$ cat config.mk
export PLATFORM = sky130hd
export DESIGN_NAME = hps_top
export DESIGN_NICKNAME = d
export VERILOG_FILES = /design/src/rtl/hps_pkg.sv /design/src/rtl/hps_slot_if.sv /design/src/rtl/hps_slot.sv /design/src/rtl/hps_top.sv
export VERILOG_INCLUDE_DIRS = /design/src /design/src/rtl
export SDC_FILE = /design/constraint.sdc
export NUM_CORES = 1
export LEC_CHECK = 0
export BUFFER_PORTS_ARGS = -buffer_cell sky130_fd_sc_hd__buf_2
export CAP_MARGIN = 40
export CELL_PAD_IN_SITES_DETAIL_PLACEMENT = 0
export CELL_PAD_IN_SITES_GLOBAL_PLACEMENT = 2
export CORE_ASPECT_RATIO = 1.2
export CORE_MARGIN = 2
export CORE_UTILIZATION = 32
export DETAILED_ROUTE_END_ITERATION = 7
export PLACE_DENSITY = 0.82
export SLEW_MARGIN = 20
export SYNTH_ARGS = -nofsm -noshare
export SYNTH_HDL_FRONTEND = slang
export SYNTH_HIERARCHICAL = 1
export SYNTH_SLANG_ARGS = --single-unit
$ cat constraint.sdc
create_clock -name pclk -period 1.82 [get_ports pclk]
set_clock_uncertainty 0.1 [all_clocks]
set_input_delay 0.273 -clock pclk [delete_from_list [all_inputs] [get_ports pclk]]
set_output_delay 0.273 -clock pclk [all_outputs]
set_load 0.005 [all_outputs]
$ cat src/rtl/hps_map.svh
// Constants of the parallel hot plug slot signal block: offsets, fields, resets.
// Assumes a 32-bit APB with byte addresses and one register per aligned word.
//
// Contract
// [RQ1] Dual mode decodes both slot-2 presence inputs
// [RQ2] Slot-1 power enable only in modes f, 9, a
// [RQ3] Slot-2 power enable only in dual mode
// [RQ4] Slot-1 fault, if enabled, resets and isolates slot
// [RQ5] Slot-2 fault, if enabled, resets and isolates slot
// [RQ6] Slot-1 power lamp active-low in modes f, 9, a
// [RQ7] Slot-2 power lamp active-low in dual mode only
// [RQ8] Slot-1 reset active-low in modes f, 9, a
// [RQ9] Slot-2 reset active-low in dual mode only
// [RQ10] Both slot-1 presence inputs decode card and power
// [RQ11] Mode straps latched on power-good rising edge
// [RQ12] Unselected slot pins take alternate roles only
`ifndef HPS_MAP_SVH
`define HPS_MAP_SVH

`define HPS_OFF_CTRL      12'h000
`define HPS_OFF_STATUS    12'h004
`define HPS_OFF_INT_STAT  12'h008
`define HPS_OFF_INT_MASK  12'h00c

`define HPS_MODE_NOGLUE   4'hf
`define HPS_MODE_SINGLE   4'h9
`define HPS_MODE_DUAL     4'ha
`define HPS_MODE_RST      4'h0

// Synchroniser reset: power-good and straps low, active-low pins at idle high,
// so the alternate request and interrupt roles show no false pulse after reset
`define HPS_SYNC_RST      11'h03f

// Control register fields
`define HPS_CTRL_FLT_EN   0
`define HPS_CTRL_PWR1     1
`define HPS_CTRL_PWR2     2
`define HPS_CTRL_REL1     3
`define HPS_CTRL_REL2     4
`define HPS_CTRL_RST      5'h00

// Status register fields
`define HPS_ST_MODE_LSB   0
`define HPS_ST_SLOT1_LSB  4
`define HPS_ST_SLOT2_LSB  9

// Event bits: presence change and fault, per slot
`define HPS_EV_PRES1      0
`define HPS_EV_FLT1       1
`define HPS_EV_PRES2      2
`define HPS_EV_FLT2       3
`define HPS_EV_RST        4'h0

`endif

$ cat src/rtl/hps_pkg.sv
// Types shared by the hot plug slot signal modules.
// Assumes hps_map.svh supplies all numeric constants.
package hps_pkg;
    typedef logic [3:0] hps_mode_t;
    typedef enum logic [1:0] {
        HPS_WAIT_PG = 2'b01,
        HPS_RUN     = 2'b10
    } hps_strap_e;
endpackage

$ cat src/rtl/hps_slot_if.sv
// Connection between the block top and one slot's control logic.
// Assumes both ends run on pclk; pin inputs arrive already synchronised.
`timescale 1ns/1ns
interface hps_slot_if;
    logic       active;       // Latched mode selects this slot
    logic       fault_en;     // Fault handling enabled
    logic       pwr_req;      // Software power request
    logic       rst_rel;      // Software reset release
    logic [1:0] pres_n;       // Synchronised presence pair {b,a}
    logic       fault_n;      // Synchronised power fault
    logic       power_on;     // Power enable to controller
    logic       lamp_n;       // Green power lamp
    logic       reset_n;      // Slot bus reset
    logic       faulted;      // Fault latched
    logic       present;      // Card installed
    logic [1:0] pwr_code;     // Presence code of card
    logic       pres_evt;     // Presence changed, one cycle
    logic       fault_evt;    // Fault newly latched, one cycle
    modport top  (output active, fault_en, pwr_req, rst_rel, pres_n, fault_n,
                  input  power_on, lamp_n, reset_n, faulted, present, pwr_code,
                         pres_evt, fault_evt);
    modport slot (input  active, fault_en, pwr_req, rst_rel, pres_n, fault_n,
                  output power_on, lamp_n, reset_n, faulted, present, pwr_code,
                         pres_evt, fault_evt);
endinterface // hps_slot_if

$ cat src/rtl/hps_slot.sv
// Per-slot power, lamp, reset and presence logic.
// Assumes synchronised pin levels from the top; outputs are all registered.
`timescale 1ns/1ns
module hps_slot
    import hps_pkg::*;
(
    input  wire logic pclk,        // Block clock
    input  wire logic presetn,     // Async reset, active low
    hps_slot_if.slot  sif          // Top-side connection
);
    logic       faulted_ff;
    logic       nxt_faulted;
    logic       power_on_ff;
    logic       nxt_power_on;
    logic       reset_n_ff;
    logic       lamp_n_ff;
    logic       present_ff;
    logic [1:0] code_ff;
    logic       pres_evt_ff;
    logic       fault_evt_ff;
    logic       nxt_present;

    // Set wins: a fault still present while software drops the request stays latched
    assign nxt_faulted  = sif.active & sif.fault_en &
                          (~sif.fault_n | (faulted_ff & sif.pwr_req));  // RQ4 RQ5
    assign nxt_power_on = sif.active & sif.pwr_req & ~nxt_faulted;
    assign nxt_present  = sif.active & (sif.pres_n != 2'b11);           // RQ1 RQ10

    always_ff @(posedge pclk or negedge presetn) begin
        if (!presetn) begin
            faulted_ff   <= 1'b0;
            fault_evt_ff <= 1'b0;
        end else begin
            faulted_ff   <= nxt_faulted;
            fault_evt_ff <= nxt_faulted & ~faulted_ff;
        end
    end

    // Reset is held whenever a selected slot's power is off, so a faulting slot is isolated at once
    always_ff @(posedge pclk or negedge presetn) begin
        if (!presetn) begin
            power_on_ff <= 1'b0;
            lamp_n_ff   <= 1'b1;
            reset_n_ff  <= 1'b1;
        end else begin
            power_on_ff <= nxt_power_on;                                // RQ2 RQ3
            lamp_n_ff   <= ~nxt_power_on;                               // RQ6 RQ7
            reset_n_ff  <= ~sif.active | (nxt_power_on & sif.rst_rel);  // RQ8 RQ9
        end
    end

    always_ff @(posedge pclk or negedge presetn) begin
        if (!presetn) begin
            present_ff  <= 1'b0;
            code_ff     <= 2'b11;
            pres_evt_ff <= 1'b0;
        end else begin
            present_ff  <= nxt_present;
            code_ff     <= sif.active ? sif.pres_n : 2'b11;              // RQ1 RQ10
            pres_evt_ff <= nxt_present ^ present_ff;
        end
    end

    assign sif.power_on  = power_on_ff;
    assign sif.lamp_n    = lamp_n_ff;
    assign sif.reset_n   = reset_n_ff;
    assign sif.faulted   = faulted_ff;
    assign sif.present   = present_ff;
    assign sif.pwr_code  = code_ff;
    assign sif.pres_evt  = pres_evt_ff;
    assign sif.fault_evt = fault_evt_ff;

    a_fault_isolate: assert property (@(posedge pclk) disable iff (!presetn) // RQ4
        (sif.active && sif.fault_en && !sif.fault_n) |=>
            (!power_on_ff && !reset_n_ff && faulted_ff))
        else $error("fault did not reset and isolate slot");

    a_presence_decode: assert property (@(posedge pclk) disable iff (!presetn) // RQ10
        sif.active |=> (present_ff == ($past(sif.pres_n) != 2'b11)))
        else $error("presence decode wrong");

endmodule // hps_slot

$ cat src/rtl/hps_top.sv
// Parallel hot plug slot signal block with APB registers and one interrupt.
// Assumes pin inputs are asynchronous to pclk; the grant input comes from
// the bus arbiter on pclk. Shared pads are modelled as separate ports.
`timescale 1ns/1ns
`include "hps_map.svh"
module hps_top
    import hps_pkg::*;
(
    input  wire logic        pclk,                 // APB clock, 250 MHz
    input  wire logic        presetn,              // Async reset, active low
    input  wire logic        psel,                 // APB select
    input  wire logic        penable,              // APB enable
    input  wire logic        pwrite,               // APB write
    input  wire logic [11:0] paddr,                // APB byte address
    input  wire logic [31:0] pwdata,               // APB write data
    output logic      [31:0] prdata,               // APB read data
    output logic             pready,               // APB ready
    output logic             pslverr,              // APB error, unmapped address
    input  wire logic        power_good,           // Power supply stable
    input  wire logic [3:0]  hot_plug_mode_strap,  // Mode straps
    input  wire logic        slot1_presence_a_n,   // Slot-1 present pin a
    input  wire logic        slot1_presence_b_n,   // Slot-1 present pin b
    input  wire logic        slot2_presence_a_n,   // Slot-2 present pin a
    input  wire logic        slot2_presence_b_n,   // Slot-2 present pin b
    input  wire logic        slot1_power_fault_n,  // Slot-1 power fault
    input  wire logic        slot2_power_fault_n,  // Slot-2 power fault
    input  wire logic        arb_grant_3_in_n,     // Grant from arbiter
    output logic             slot1_power_on,       // Slot-1 power enable
    output logic             slot2_power_on,       // Slot-2 power enable
    output logic             slot1_power_lamp_n,   // Slot-1 green lamp
    output logic             slot2_power_lamp_n,   // Slot-2 green lamp
    output logic             slot1_reset_n,        // Slot-1 bus reset
    output logic             slot2_reset_n,        // Slot-2 bus reset
    output logic             bus_grant_3_n,        // Alternate grant pin role
    output logic             bus_request_4_n,      // Alternate request to arbiter
    output logic             slot_interrupt_14_n,  // Alternate interrupt role
    output logic             slot_interrupt_13_n,  // Alternate interrupt role
    output logic             irq                   // Interrupt, level
);
    localparam int NPIN = 11;
    localparam int P_PG = 10;
    localparam int P_S1A = 5;
    localparam int P_S1B = 4;
    localparam int P_S2A = 3;
    localparam int P_S2B = 2;
    localparam int P_F1 = 1;
    localparam int P_F2 = 0;

    function automatic logic slot1_mode(input hps_mode_t m);
        return (m == `HPS_MODE_NOGLUE) || (m == `HPS_MODE_SINGLE) ||
               (m == `HPS_MODE_DUAL);
    endfunction

    function automatic logic slot2_mode(input hps_mode_t m);
        return (m == `HPS_MODE_DUAL);
    endfunction

    logic [NPIN-1:0] meta_ff;
    logic [NPIN-1:0] sync_ff;
    logic            pg_q_ff;
    logic            pg_rise;
    hps_strap_e      strap_st_ff;
    hps_strap_e      nxt_strap_st;
    hps_mode_t       mode_ff;
    logic [4:0]      ctrl_ff;
    logic [3:0]      int_stat_ff;
    logic [3:0]      int_mask_ff;
    logic [3:0]      events;
    logic            irq_ff;
    logic [31:0]     prdata_ff;
    logic            pready_ff;
    logic            pslverr_ff;
    logic            wr_en;
    logic            slot1_on;
    logic            slot2_on;
    logic            alt_gnt_ff;
    logic            alt_req_ff;
    logic            alt_irq14_ff;
    logic            alt_irq13_ff;
    logic [31:0]     status_word;
    logic            mapped;

    hps_slot_if sif [2] ();

    // Every pin but the arbiter grant passes two flops; only sync_ff is read by logic
    always_ff @(posedge pclk or negedge presetn) begin
        if (!presetn) begin
            meta_ff <= `HPS_SYNC_RST;
            sync_ff <= `HPS_SYNC_RST;
        end else begin
            meta_ff <= {power_good, hot_plug_mode_strap, slot1_presence_a_n,
                        slot1_presence_b_n, slot2_presence_a_n, slot2_presence_b_n,
                        slot1_power_fault_n, slot2_power_fault_n};
            sync_ff <= meta_ff;
        end
    end

    always_ff @(posedge pclk or negedge presetn) begin
        if (!presetn) begin
            pg_q_ff <= 1'b0;
        end else begin
            pg_q_ff <= sync_ff[P_PG];
        end
    end

    assign pg_rise = sync_ff[P_PG] & ~pg_q_ff;

    // Strap capture: while power-good is low the slots stay unselected
    always_comb begin
        nxt_strap_st = strap_st_ff;
        unique case (strap_st_ff)
            HPS_WAIT_PG: if (pg_rise) nxt_strap_st = HPS_RUN;
            HPS_RUN:     if (!sync_ff[P_PG]) nxt_strap_st = HPS_WAIT_PG;
            default:     nxt_strap_st = HPS_WAIT_PG;
        endcase
    end

    always_ff @(posedge pclk or negedge presetn) begin
        if (!presetn) begin
            strap_st_ff <= HPS_WAIT_PG;
            mode_ff     <= `HPS_MODE_RST;
        end else begin
            strap_st_ff <= nxt_strap_st;
            if (strap_st_ff == HPS_WAIT_PG && pg_rise) begin
                mode_ff <= sync_ff[P_F2+9:P_F2+6];                       // RQ11
            end else if (!sync_ff[P_PG]) begin
                mode_ff <= `HPS_MODE_RST;
            end
        end
    end

    // Slot selection from the latched mode
    assign slot1_on = (strap_st_ff == HPS_RUN) & slot1_mode(mode_ff);   // RQ2 RQ6 RQ8
    assign slot2_on = (strap_st_ff == HPS_RUN) & slot2_mode(mode_ff);   // RQ3 RQ7 RQ9

    assign sif[0].active   = slot1_on;
    assign sif[0].pres_n   = {sync_ff[P_S1B], sync_ff[P_S1A]};           // RQ10
    assign sif[0].fault_n  = sync_ff[P_F1];
    assign sif[0].pwr_req  = ctrl_ff[`HPS_CTRL_PWR1];
    assign sif[0].rst_rel  = ctrl_ff[`HPS_CTRL_REL1];
    assign sif[1].active   = slot2_on;
    assign sif[1].pres_n   = {sync_ff[P_S2B], sync_ff[P_S2A]};           // RQ1
    assign sif[1].fault_n  = sync_ff[P_F2];
    assign sif[1].pwr_req  = ctrl_ff[`HPS_CTRL_PWR2];
    assign sif[1].rst_rel  = ctrl_ff[`HPS_CTRL_REL2];

    for (genvar i = 0; i < 2; i++) begin : g_slot
        assign sif[i].fault_en = ctrl_ff[`HPS_CTRL_FLT_EN];
        hps_slot u_slot (
            .pclk    (pclk),
            .presetn (presetn),
            .sif     (sif[i])
        );
    end

    assign slot1_power_on     = sif[0].power_on;
    assign slot2_power_on     = sif[1].power_on;
    assign slot1_power_lamp_n = sif[0].lamp_n;
    assign slot2_power_lamp_n = sif[1].lamp_n;
    assign slot1_reset_n      = sif[0].reset_n;
    assign slot2_reset_n      = sif[1].reset_n;

    // Alternate roles are idle-high while the pins serve hot plug
    always_ff @(posedge pclk or negedge presetn) begin
        if (!presetn) begin
            alt_gnt_ff   <= 1'b1;
            alt_req_ff   <= 1'b1;
            alt_irq14_ff <= 1'b1;
            alt_irq13_ff <= 1'b1;
        end else begin
            alt_gnt_ff   <= slot2_on | arb_grant_3_in_n;                  // RQ12
            alt_req_ff   <= slot2_on | sync_ff[P_S2B];                    // RQ12
            alt_irq14_ff <= slot1_on | sync_ff[P_F1];                     // RQ12
            alt_irq13_ff <= slot2_on | sync_ff[P_F2];                     // RQ12
        end
    end

    assign bus_grant_3_n       = alt_gnt_ff;
    assign bus_request_4_n     = alt_req_ff;
    assign slot_interrupt_14_n = alt_irq14_ff;
    assign slot_interrupt_13_n = alt_irq13_ff;

    // APB slave: zero wait states, data prepared in the setup cycle
    assign wr_en  = psel & penable & pready_ff & pwrite;
    assign mapped = (paddr == `HPS_OFF_CTRL) || (paddr == `HPS_OFF_STATUS) ||
                    (paddr == `HPS_OFF_INT_STAT) || (paddr == `HPS_OFF_INT_MASK);

    always_comb begin
        status_word = '0;
        status_word[`HPS_ST_MODE_LSB +: 4]  = mode_ff;
        status_word[`HPS_ST_SLOT1_LSB +: 5] = {sif[0].power_on, sif[0].faulted,
                                               sif[0].pwr_code, sif[0].present};
        status_word[`HPS_ST_SLOT2_LSB +: 5] = {sif[1].power_on, sif[1].faulted,
                                               sif[1].pwr_code, sif[1].present};
    end

    always_ff @(posedge pclk or negedge presetn) begin
        if (!presetn) begin
            pready_ff  <= 1'b0;
            pslverr_ff <= 1'b0;
            prdata_ff  <= '0;
        end else begin
            pready_ff  <= psel & ~penable;
            pslverr_ff <= psel & ~penable & ~mapped;
            if (psel && !penable) begin
                unique case (paddr)
                    `HPS_OFF_CTRL:     prdata_ff <= {27'h0, ctrl_ff};
                    `HPS_OFF_STATUS:   prdata_ff <= status_word;
                    `HPS_OFF_INT_STAT: prdata_ff <= {28'h0, int_stat_ff};
                    `HPS_OFF_INT_MASK: prdata_ff <= {28'h0, int_mask_ff};
                    default:           prdata_ff <= '0;
                endcase
            end
        end
    end

    assign prdata  = prdata_ff;
    assign pready  = pready_ff;
    assign pslverr = pslverr_ff;

    always_ff @(posedge pclk or negedge presetn) begin
        if (!presetn) begin
            ctrl_ff <= `HPS_CTRL_RST;
        end else if (wr_en && paddr == `HPS_OFF_CTRL) begin
            ctrl_ff <= pwdata[4:0];
        end
    end

    always_ff @(posedge pclk or negedge presetn) begin
        if (!presetn) begin
            int_mask_ff <= `HPS_EV_RST;
        end else if (wr_en && paddr == `HPS_OFF_INT_MASK) begin
            int_mask_ff <= pwdata[3:0];
        end
    end

    assign events[`HPS_EV_PRES1] = sif[0].pres_evt;
    assign events[`HPS_EV_FLT1]  = sif[0].fault_evt;
    assign events[`HPS_EV_PRES2] = sif[1].pres_evt;
    assign events[`HPS_EV_FLT2]  = sif[1].fault_evt;

    // Write one to clear; a new event in the same cycle wins over the clear
    always_ff @(posedge pclk or negedge presetn) begin
        if (!presetn) begin
            int_stat_ff <= `HPS_EV_RST;
        end else if (wr_en && paddr == `HPS_OFF_INT_STAT) begin
            int_stat_ff <= (int_stat_ff & ~pwdata[3:0]) | events;
        end else begin
            int_stat_ff <= int_stat_ff | events;
        end
    end

    always_ff @(posedge pclk or negedge presetn) begin
        if (!presetn) begin
            irq_ff <= 1'b0;
        end else begin
            irq_ff <= |((int_stat_ff | events) & int_mask_ff);
        end
    end

    assign irq = irq_ff;

    a_mode_latch: assert property (@(posedge pclk) disable iff (!presetn) // RQ11
        (strap_st_ff == HPS_WAIT_PG && pg_rise) |=>
            (mode_ff == $past(sync_ff[9:6]) && strap_st_ff == HPS_RUN))
        else $error("mode not latched on power-good rise");

    a_mode_hold: assert property (@(posedge pclk) disable iff (!presetn) // RQ11
        (strap_st_ff == HPS_RUN && sync_ff[P_PG] && !pg_rise) |=>
            $stable(mode_ff))
        else $error("mode changed while running");

    a_pwr1_mode: assert property (@(posedge pclk) disable iff (!presetn) // RQ2
        !slot1_on |=> !slot1_power_on)
        else $error("slot-1 power on outside its modes");

    a_pwr2_mode: assert property (@(posedge pclk) disable iff (!presetn) // RQ3
        !slot2_on |=> !slot2_power_on)
        else $error("slot-2 power on outside dual mode");

    a_lamp1_follow: assert property (@(posedge pclk) disable iff (!presetn) // RQ6
        ##1 (slot1_power_lamp_n == !slot1_power_on))
        else $error("slot-1 lamp does not follow power");

    a_lamp2_dual: assert property (@(posedge pclk) disable iff (!presetn) // RQ7
        !slot2_on |=> slot2_power_lamp_n)
        else $error("slot-2 lamp lit outside dual mode");

    a_rst1_power: assert property (@(posedge pclk) disable iff (!presetn) // RQ8
        (slot1_on && !sif[0].pwr_req) |=> !slot1_reset_n)
        else $error("slot-1 reset released while unpowered");

    a_rst2_fault: assert property (@(posedge pclk) disable iff (!presetn) // RQ5
        (slot2_on && ctrl_ff[`HPS_CTRL_FLT_EN] && !sync_ff[P_F2]) |=>
            (!slot2_reset_n && !slot2_power_on))
        else $error("slot-2 fault did not isolate slot");

    a_rst2_idle: assert property (@(posedge pclk) disable iff (!presetn) // RQ9
        !slot2_on |=> slot2_reset_n)
        else $error("slot-2 reset driven outside dual mode");

    a_alt_route: assert property (@(posedge pclk) disable iff (!presetn) // RQ12
        !slot2_on |=> (bus_request_4_n == $past(sync_ff[P_S2B])))
        else $error("request pin not routed to alternate role");

endmodule // hps_top
==> results.json <==
{
  "postCtsSetupBuffers": 0,
  "nets": 377,
  "min_path_type": "primary input to register",
  "syn_inst": 227,
  "cts.clk_slew.worst_paths_ps": 60,
  "synth_top_family_by_area": "simple AND/OR/NAND/NOR gates",
  "timing_worst_setup_path_type": "primary input to register",
  "die-area_um2": 10600,
  "total_leakage_power_nw": 1.90,
  "status": "finished, final reports clean",
  "cts-root-buf": "clkbuf_16",
  "max-vdd-ir-drop_mv": 0.544,
  "cp.required_ps": 1930,
  "postCtsHoldBufs": 12,
  "synthAdderAreaFrac": 0,
  "synth_compound_area_frac": 0.0784,
  "grt_max_degree": 41,
  "first_iter_violations": 96,
  "ios": 106,
  "clk_latency_ps": 330,
  "rrSetupSlack_ps": 190,
  "fmax_mhz": 598,
  "cts_num_sinks": 81,
  "cp-end-kind": "register",
  "dp_hpwl_um": 4260,
  "rows": 39,
  "drive_gt1_frac": 0.442,
  "htreeDepth": 3,
  "synth_mux_area_frac": 0.0772,
  "hold_ws_ps": 32.3,
  "syn2layout_area_growth_pct": 28.4,
  "port-buffer-count": 60,
  "vias": 1945,
  "avgRoutedWirePerCell_um": 13.1,
  "ys_types": 44,
  "grt_pass1_vias": 1909,
  "ant_nets": 0,
  "cp_max_fo": 5,
  "fp.coreArea_um2": 9520,
  "clk_path_buf_depth": 2,
  "drt_wl_total_um": 5830,
  "firstDrtPassIters": 4,
  "dpl_worst_slack_ps": -196,
  "synth_xor_area_frac": 0.00840,
  "cts_inserted_buffers": 9,
  "yosys.area_share.simple": 0.108,
  "n_antenna_cell": 0,
  "track_usage": 0.119,
  "cts_tree": "done",
  "post-synth-top-area-fraction": 0.448,
  "start_util": 0.329,
  "drc": 0,
  "critPathLaunchType": "primary input",
  "synthTopCellsByArea": "dfrtp_1, dfstp_2, buf_4",
  "synth_common_cells": "dfrtp_1, dfstp_2, buf_4",
  "rsz0062_at_grt": "no",
  "die_x_um": 94.3,
  "finalCriticalPeriod_ps": 1670,
  "ys_seq_area_frac": 0.658,
  "finalHoldViolations": 0,
  "async_flop_share": 1.00,
  "syn_area_per_cell_um2": 13.8,
  "grt-ovfl-total": 0,
  "gp_congestion": 0.785,
  "synth-seq-cells": 81,
  "synth_edf_count": 0,
  "cap_viol_max_count": 0,
  "die_h_um": 112,
  "grt_antenna_before_repair": 0,
  "finalSetupViolCount": 0,
  "drt-vias-per-instance": 4.38,
  "synthesis.area_um2": 3130,
  "ys_warn_count": 6,
  "synthFlopType": "dfrtp_1",
  "timing.critical_path.arrival_ps": 1780,
  "synth.most_common_cell": "dfrtp_1",
  "synth_top_area_cell": "dfrtp_1",
  "postCtsResizedCells": 0,
  "slew_violations": 0,
  "power.density_nw_per_um2": 924,
  "setup_slack_ps": 149,
  "grt_pass1_wl_um": 9380,
  "fin_crit_sh": 0.918
}
-- routing by layer --
layer | up-vias | routed length, um | GRT usage
li1 | 933 | - | -
met5 | - | 0 | 0
met2 | 60 | 2920 | 0.188
met1 | 945 | 2450 | 0.152
met4 | 0 | 84 | 0.0522
met3 | 7 | 369 | 0.0336
-- logic make-up after synthesis --
logic type,Yosys count
other cells,1
buf+inv,39
xor+xnor,3
simple gates,52
flops,81
mux,18
compound gates,33
-- flip-flops by register name, summed over array words and instances (netlist names), 4 cells and up --
signal,cells
ctrl_ff,5
g_slot.u_slot/sif.pwr_code,4
int_mask_ff,4
int_stat_ff,4
meta_ff,11
mode_ff,4
prdata,14
sync_ff,11
-- worst paths after layout --
path                             startpoint                             to  cells after the start
max                               paddr[10]                     ctrl_ff[3]                      5
min                        arb_grant_3_in_n                  bus_grant_3_n                      2
max reg2reg                      mode_ff[1]  g_slot[1].u_slot/sif.pres_evt                      6
min reg2reg                      meta_ff[8]                     sync_ff[8]                      0
max in group asynchronous           presetn                 strap_st_ff[0]                      3
min in group asynchronous           presetn                         pready                      2
-- report_power, final --
part | total, mW | leakage (nW) | switching (mW) | internal, mW
clock network | 1.62 | 0.132 | 0.689 | 0.935
logic | 0.204 | 0.774 | 0.105 | 0.0983
registers | 1.88 | 0.994 | 0.0223 | 1.86
total | 3.71 | 1.90 | 0.817 | 2.89
-- placed cells by master (no fill, tap or decap), drive strengths merged, types with 2 or more instances in the layout --
cell	netlist	final
a21oi	5	5
a22o	9	9
a31o	2	2
a31oi	4	4
and3	2	2
buf	19	73
clkbuf	5	11
clkinv	0	3
conb	1	18
dfrtp	56	56
dfstp	25	25
dlygate4sd3	0	12
inv	15	16
mux2	9	9
mux2i	5	5
mux4	4	4
nand2	10	10
nand2b	4	4
nand3	3	3
nand4	2	2
nor2	6	6
nor2b	5	5
nor3	2	2
nor3b	2	2
nor4	3	3
o21ai	6	6
o31ai	4	4
or2b	4	4
or4	4	4
xor2	2	2
-- per-stage QoR --
step | TNS, ps | utilization | power [mW] | cell area, um^2 | cells
floorplan | -861 | - | 2.01 | 3230 | 244
global placement | -2180 | 0.381 | 2.09 | 3620 | 416
detailed placement | -2490 | 0.381 | 2.10 | 3620 | 416
CTS | 0 | 0.422 | 3.77 | 4020 | 444
global route | 0 | 0.422 | 3.89 | 4020 | 444
finish | 0 | 0.422 | 3.71 | 4020 | 444
-- worst max-delay path, cell delays in order --
cell and delay, ps:
buf_2 100, or4_4 570, nor4_4 290, buf_4 210, mux2_2 340
-- layout make-up --
| class | instances | area, um^2 |
|---|---|---|
| Inverter | 15 | 56.3 |
| Timing Repair Buffer | 85 | 533 |
| Clock inverter | 5 | 41.3 |
| Fill cell | 875 | 5500 |
| Tap cell | 123 | 154 |
| Clock buffer | 11 | 233 |
| Multi-Input combinational cell | 124 | 941 |
| Sequential cell | 81 | 2060 |
Note: power is estimated with default switching activity, not from simulation.
